**src/cfg_lock_cfg.svh**
```systemverilog
`ifndef CFG_LOCK_CFG_SVH
`define CFG_LOCK_CFG_SVH

// Key values that open the bank.
`define CFG_KEY_FIRST      32'h83E70B13
`define CFG_KEY_SECOND     32'h95A4F1E0

// Register indices within the bank.
`define CFG_IDX_STATUS     4'h0
`define CFG_IDX_IDENT      4'h1
`define CFG_IDX_KEY_FIRST  4'hE
`define CFG_IDX_KEY_SECOND 4'hF

// Field position of the lock state inside the status register.
`define CFG_STATUS_LSB     0
`define CFG_STATUS_MSB     2

// Reset values.
`define CFG_BANK_RESET     32'h00000000
// Identity word; the value is arbitrary.
`define CFG_IDENT_VALUE    32'h00005A5A

`endif

```
**src/cfg_lock_pkg.sv**
```systemverilog
package cfg_lock_pkg;

    // Lock states, one-hot.
    typedef enum logic [2:0]
    {
        LOCKED = 3'h1,
        ARMED  = 3'h2,
        OPEN   = 3'h4
    } lock_state_t;

    // One bus request: a read or a write to one word of the bank.
    typedef struct packed
    {
        logic        wr;
        logic        rd;
        logic [3:0]  addr;
        logic [31:0] wdata;
    } cfg_req_t;

    // Read answer.
    typedef struct packed
    {
        logic        valid;
        logic [31:0] data;
    } cfg_rsp_t;

endpackage : cfg_lock_pkg

```
**src/config_register_write_lock.sv**
```systemverilog
`timescale 1ns/1ps
`include "cfg_lock_cfg.svh"
// Behaviour
// - After reset the bank is locked without any software action.
// - While locked, protected register writes are dropped; reads work.
// - First key then second key, in order, unlocks the bank.
// - Unlocked, writable registers take writes; read-only ones never do.
// - A wrong value written to either key register relocks the bank.
// - One key pair and one lock state shared by every bus master.
module config_register_write_lock #(
    parameter int          NREG    = 16,
    parameter logic [15:0] RO_MASK = 16'h0003
) (
    // Clock, reset and enable
    input  wire  logic                  ref_clk,
    input  wire  logic                  rst_n,
    input  wire  logic                  clk_en,
    // Request from the configuration bus
    input  wire  cfg_lock_pkg::cfg_req_t req,
    // Answers
    output       cfg_lock_pkg::cfg_rsp_t rsp,
    output logic                        wr_done,
    output logic                        wr_dropped,
    output logic                        locked
);
    import cfg_lock_pkg::*;

    //--------------------------------------------------------------
    // Decode
    //--------------------------------------------------------------
    lock_state_t lock_state;
    lock_state_t next_lock_state;
    logic [31:0] bank [NREG];
    logic        is_key_first;
    logic        is_key_second;
    logic        is_key;
    logic        is_ro;
    logic        wr_go;
    logic        wr_accept;
    logic        first_ok;
    logic        second_ok;

    // Classify the addressed register.
    assign is_key_first  = (req.addr == `CFG_IDX_KEY_FIRST);
    assign is_key_second = (req.addr == `CFG_IDX_KEY_SECOND);
    assign is_key        = is_key_first | is_key_second;
    assign is_ro         = RO_MASK[req.addr];
    assign wr_go         = clk_en & req.wr;
    assign first_ok      = (req.wdata == `CFG_KEY_FIRST);
    assign second_ok     = (req.wdata == `CFG_KEY_SECOND);

    // A bank write lands only when unlocked and the target is writable.
    assign wr_accept = wr_go & ~is_key & ~is_ro
                     & (lock_state == OPEN);

    //--------------------------------------------------------------
    // Lock state
    //--------------------------------------------------------------
    // Next lock state from key writes; other writes leave it alone.
    always_comb
    begin
        next_lock_state = lock_state;
        if (wr_go && is_key_first)
        begin
            if (!first_ok)
                next_lock_state = LOCKED;
            else if (lock_state != OPEN)
                next_lock_state = ARMED;
        end
        else if (wr_go && is_key_second)
        begin
            if (second_ok && lock_state != LOCKED)
                next_lock_state = OPEN;
            else
                next_lock_state = LOCKED;
        end
    end

    // One lock register for the whole bank, whichever core writes.
    always_ff @(posedge ref_clk)
    begin
        if (!rst_n)
            lock_state <= LOCKED;
        else if (clk_en)
            lock_state <= next_lock_state;
    end

    // Any state short of fully open counts as locked.
    assign locked = (lock_state != OPEN);

    //--------------------------------------------------------------
    // Register bank
    //--------------------------------------------------------------
    // Writable words take the data only when the write is accepted.
    always_ff @(posedge ref_clk)
    begin
        if (!rst_n)
        begin
            for (int i = 0; i < NREG; i++)
                bank[i] <= `CFG_BANK_RESET;
        end
        else if (wr_accept)
        begin
            bank[req.addr] <= req.wdata;
        end
    end

    // Write outcome pulses, one cycle after the request.
    always_ff @(posedge ref_clk)
    begin
        if (!rst_n)
        begin
            wr_done    <= 1'b0;
            wr_dropped <= 1'b0;
        end
        else if (clk_en)
        begin
            wr_done    <= req.wr & (wr_accept | is_key);
            wr_dropped <= req.wr & ~wr_accept & ~is_key;
        end
    end

    // Reads answer one cycle later whatever the lock state.
    always_ff @(posedge ref_clk)
    begin
        if (!rst_n)
        begin
            rsp <= '0;
        end
        else if (clk_en)
        begin
            rsp.valid <= req.rd;
            if (req.addr == `CFG_IDX_STATUS)
            begin
                rsp.data <= '0;
                rsp.data[`CFG_STATUS_MSB:`CFG_STATUS_LSB] <= lock_state;
            end
            else if (req.addr == `CFG_IDX_IDENT)
                rsp.data <= `CFG_IDENT_VALUE;
            else if (is_key)
                rsp.data <= '0; // Keys read back as zero.
            else
                rsp.data <= bank[req.addr];
        end
    end
endmodule : config_register_write_lock

```
**config.mk**
```make
export PLATFORM = sky130hd
export DESIGN_NAME = config_register_write_lock
export DESIGN_NICKNAME = d
export VERILOG_FILES = /design/src/cfg_lock_pkg.sv /design/src/config_register_write_lock.sv
export VERILOG_INCLUDE_DIRS = /design/src /design/src/src
export SDC_FILE = /design/constraint.sdc
export NUM_CORES = 1
export LEC_CHECK = 0
export BUFFER_PORTS_ARGS = -buffer_cell sky130_fd_sc_hd__buf_2
export CORE_MARGIN = 5
export CORE_UTILIZATION = 56
export CTS_CLUSTER_SIZE = 28
export DETAILED_ROUTE_END_ITERATION = 8
export MAX_ROUTING_LAYER = met4
export PLACE_DENSITY = 0.73
export RECOVER_POWER = 25
export SLEW_MARGIN = 20
export SYNTH_ARGS = -nofsm -noshare
export SYNTH_HDL_FRONTEND = slang
export SYNTH_SLANG_ARGS = --single-unit
```
**constraint.sdc**
```tcl
create_clock -name ref_clk -period 4.5 [get_ports ref_clk]
set_input_delay 0.225 -clock ref_clk [delete_from_list [all_inputs] [get_ports ref_clk]]
set_output_delay 0.225 -clock ref_clk [all_outputs]
set_load 0.02 [all_outputs]
```
[Yosys cells after proc, flatten, opt, wreduce, memory -nomap -nowiden]
Memories as Yosys holds them, arrays and structs flattened.
Cells that the tools add are included.
Word-level totals
  register bits after elaboration: 38
  bits in latches: 0
  bits in writable memories: 512
  memory bits (read-only): 16
  bits of input ports: 41
  output and inout port bits: 36
  word-level logic and storage cells: 52
  memories: 2
Cells by class
  add/subtract/negate cells: 0
  $mul: 0
  div/mod/pow operators: 0
  order comparisons: 1
  equality and inequality tests: 9
  shifts and indexed selects: 0
  muxes and demuxes: 16
  bitwise operators: 12
  reduce and logical (&&, ||, !) cells: 7
Memories
  bank: depth 16, bits a word 32, rd ports 1, clocked after Yosys merged registers in 0, wr ports 16, RTL line config_register_write_lock.sv:33  | logic [31:0] bank [NREG];
  (name not given): depth 16, bits a word 1, rd ports 1, clocked after Yosys merged registers in 0, wr ports 0, RTL line config_register_write_lock.sv:47  | assign is_ro = RO_MASK[req.addr];
Operators with widths (count)
  2-to-1 mux 32 bit: 4
  == test 32 bit, second input constant: 2
  OR reduction 32 bit: 1
  2-to-1 mux 3 bit: 5
  == test 4 bit, second input constant: 2
  AND 1 bit: 7
  2-to-1 mux 1 bit: 6
  inequality test 3 bit, second input constant: 2
  < comparator 4 x 5 -> 1 bit, second input constant: 1
  == test 4 x 1 -> 1 bit, second input constant: 1
  logical NOT 4 bit: 1
  2-to-1 mux 4 bit: 1
  == test 3 bit, second input constant: 1
  logical AND 1 bit: 3
  inequality test 3 x 1 -> 1 bit, second input constant: 1
  NOT 1 bit: 3
  AND reduction 3 bit: 1
  bitwise OR 1 bit: 2
  nonzero test 2 bit: 1

[Longest topological paths before layout]
  word-level depth: 11
  mapped depth: 8
  depth with buffers taken out: 5

[Worst setup path after synthesis]
OpenSTA, ideal clock, no wires.
  path kind: reg2reg
  start: register lock_state[2]
  end: memory bank[11][0] (enable)
  setup time: 0.466 ns
  data arrival time: 3.376 ns
  required time: 4.034 ns
  slack: 0.658 ns
  stages on the path, launching flop included: 5
  path buffers: 0
  clock period less this slack: 3.842 ns
  cell sequence: dfxtp_1 nor3b_2 and4_1 nand3b_1 o21ai_0
RTL lines
  start, declared: RTL line config_register_write_lock.sv:31  | lock_state_t lock_state;
  start signal, assigned: RTL line config_register_write_lock.sv:85  | lock_state <= next_lock_state;
  end, declared: RTL line config_register_write_lock.sv:33

==> flow_metrics.tcl <==
set metrics [dict create \
    status "complete, but fails checks" \
    failed_checks "capacitance limit, slew limit" \
    reported_net_switching_power_w 0.00231 \
    core_area_sq_mm 0.0407 \
    worst_setup_path_end_kind "flip-flop" \
    clkPwrFrac_pct 40.5 \
    fin_setup_tns_ns 0 \
    row_count 74 \
    setup_violations 0 \
    slew_of_the_pin_with_the_lowest_slew_margin_ns 2.14 \
    wire_per_inst_microns 25.5 \
    worst_skew_pair.late_latency_ns 0.59 \
    pwr-share-comb_pct 6.7 \
    globalRoute.totalOverflow 0 \
    cts_sinks 530 \
    drt-initial-drc-count 1252 \
    finClkSkew_ns 0.0204 \
    dieWidth_microns 213 \
    worstPathArrival_ns 3.76 \
    place.gp.congestion 0.831 \
    timing.critical_path.fanout_max 33 \
    timing.rr.end "bank[2][27]" \
    route.vias.total 12700 \
    nNetsFinal 1612 \
    htree_num_levels 2 \
    critical_path_origin "rst_n" \
    n_fill_cell 2968 \
    initial_core_util_pct 56.5 \
    timing.critical_path.to "bank[2][27]" \
    post-route-drc-count 0 \
    place_area_sq_mm 0.0244 \
    yosysWarningCount 0 \
    pin_count 77 \
    ir_worst_vdd_v 0.000377 \
    power-per-cell-area_mw_per_mm2 412 \
    switching_share_pct 21.5 \
    die_area_sq_mm 0.0453 \
    critPathRequiredTime_ns 4.70 \
    grt_pass1_vias 13200 \
    cpPeakStageDelay_ns 1.26 \
    cell_at_the_slowest_stage_of_the_critical_path "clkbuf_1" \
    ys_seq_area_share_pct 67.5 \
    cts.root.buffer_cell "clkbuf_16" \
    yosysUniqueCellTypes 48 \
    postRouteWirelength_microns 54800 \
    post_route_cells_drive_above_1_share_pct 18.5 \
    detailedPlacementHpwl_microns 32200 \
    worstSetupStartpointType "input port" \
    grt_antenna_before_repair 2 \
    synth_async_sr_flop_share_pct 0 \
    post_cts_resize_count 0 \
    rsz0062_at_grt "false" \
    critical_path_class "input port to flip-flop" \
    synth-seq-cells 530 \
    final_cell_area_sq_mm 0.0260 \
    worst_hold_path_type "input port to flip-flop" \
    post_synth.cell_area_avg_sq_um 16.2 \
    port_buffers 76 \
    cts-buffers-inserted 53 \
    area_growth_pct 13.0 \
    grt_first_pass_wirelength_microns 82200 \
    die_h_microns 213 \
    drv.max_cap_violation_count 4 \
    synth_enable_flop_cells 492 \
    grt_max_degree 92 \
    regToRegSetupSlack_ns 1.24 \
    drtPass1Iterations 5 \
    achievable-frequency_mhz 281 \
    cts_tree "done" \
    synthesis.area_sq_mm 0.0230 \
    grt.total_usage_pct 25.6 \
    final_util_pct 63.9 \
    timing.slew.headroom_pct -42.4 \
    cellInternalPower_w 0.00842 \
    finalCritPeriodShare_pct 79.1 \
    clk_path_buf_depth 3 \
    hold_violations 0 \
    synth_ff_type "edfxtp_1" \
    p_leak_nw 9.51 \
    detail_routed_via_count_per_cell 5.93 \
    cell_count_after_synthesis 1418 \
    worst_setup_hold_path_clk_slew_ns 0.06 \
    hold_depth 2 \
    crit_path_cell_trace "clkbuf_1 -> nand4_1 -> nor4_4 -> buf_4 -> nand2b_2" \
    layout_min_cycle_time_ns 3.56 \
    timing.final.max_slew_violations 111 \
    worstRegToRegCells 5 \
    postRouteAntennaNets 0 \
    r2r-start "lock_state[2]" \
    power.share.sequential_pct 52.8 \
]
-- repair_timing --
item,CTS,global route
setup buffers,0,0
endpoints found under the hold margin,1,0
hold buffers,1,0
-- worst min-delay path by stage --
stage	start	to	slack [ns]
final	clk_en	rsp[0]	0.05
after detailed placement	rsp[18]	rsp[18]	0.46
after CTS	clk_en	rsp[0]	0.02
after global placement	rsp[18]	rsp[18]	0.46
after global routing	clk_en	rsp[0]	0.04
after floorplan	req[36]	rsp[32]	0.37
-- critical path: cells and delay by family --
family | cells | cell delay, ns
buffers and inverters | 2 | 1.63
and+or+nand+nor | 3 | 1.87
-- power by group through the flow --
stage | registers (W) | clock network [W] | logic [W]
after global placement | 0.00576 | 0 | 0.000720
after detailed placement | 0.00577 | 0 | 0.000727
final | 0.00567 | 0.00434 | 0.000718
after CTS | 0.00567 | 0.00441 | 0.000729
after global routing | 0.00568 | 0.00462 | 0.000769
after floorplan | 0.00577 | 0 | 0.000448
-- kinds of logic after synthesis --
kind of cell	share of synthesized area (%)
compound gates	3.31
buf+inv	2.66
mux	13.5
other cells	0.0163
simple gates	13.0
flops	67.5
-- per-layer routing --
metal  vias up  wire length (microns)  part of all wire (%)  global-route usage [%]
met5         -                      0                     0                       -
met4         0                   1590                   2.9                    7.24
met3       117                   4980                   9.1                    5.27
met2       574                  26600                    49                    40.4
met1      6486                  21600                    39                    34.4
li1       5538                      -                     -                       -
-- cell usage in the layout (no fill, tap or decap), drive strengths merged, types with 3 or more instances in the layout --
cell | Yosys | routed
a211oi | 23 | 23
a21oi | 26 | 26
a221o | 8 | 8
a221oi | 9 | 9
a22o | 23 | 23
and2 | 384 | 384
and4 | 3 | 3
buf | 27 | 71
bufinv | 0 | 3
clkbuf | 95 | 121
clkinv | 0 | 12
conb | 1 | 108
dfxtp | 38 | 38
edfxtp | 492 | 492
inv | 16 | 15
mux2 | 9 | 9
mux2i | 35 | 35
mux4 | 118 | 118
nand2 | 12 | 12
nand2b | 8 | 8
nand3 | 3 | 3
nor2 | 18 | 18
nor2b | 25 | 25
nor3 | 8 | 8
nor4 | 6 | 6
o21ai | 10 | 10
-- area by class of cell --
type,instances,area [sq um],area share [%]
Antenna cell,1,2.50,0.00961
Clock buffer,80,1560,5.99
Clock inverter,15,151,0.582
Inverter,16,60.1,0.231
Multi-Input combinational cell,857,7430,28.5
Sequential cell,530,15500,59.7
Tap cell,532,666,2.56
Timing Repair Buffer,113,628,2.41
-- Yosys cell counts, drive strengths merged (12+ instances only) --
master / n / area share, %
nand2: 12 / 0.20
a22o: 23 / 0.87
nor2: 18 / 0.29
dfxtp: 38 / 3.3
mux4: 118 / 12
a21oi: 26 / 0.57
clkbuf: 95 / 1.6
a211oi: 23 / 0.75
and2: 384 / 10
inv: 16 / 0.26
nor2b: 25 / 0.68
buf: 27 / 0.78
edfxtp: 492 / 64
mux2i: 35 / 1.5
-- per-stage QoR --
stage          cells  setup WS (ns)  total power [W]  hold WS [ns]
5_1_grt         2144          0.880           0.0111        0.0421
3_3_place_gp    2047           1.40          0.00648         0.459
6_report        2144          0.939           0.0107        0.0462
4_1_cts         2143           1.51           0.0108        0.0185
3_5_place_dp    2047           1.32          0.00650         0.463
2_1_floorplan   1525          0.658          0.00622         0.372
-- sequential cells by signal, summed over array words and instances (netlist names) --
| signal | cells |
|---|---|
| bank | 492 |
| rsp | 33 |
| lock_state | 3 |
| wr_done | 1 |
| wr_dropped | 1 |
Note: power is estimated with default switching activity, not from simulation.
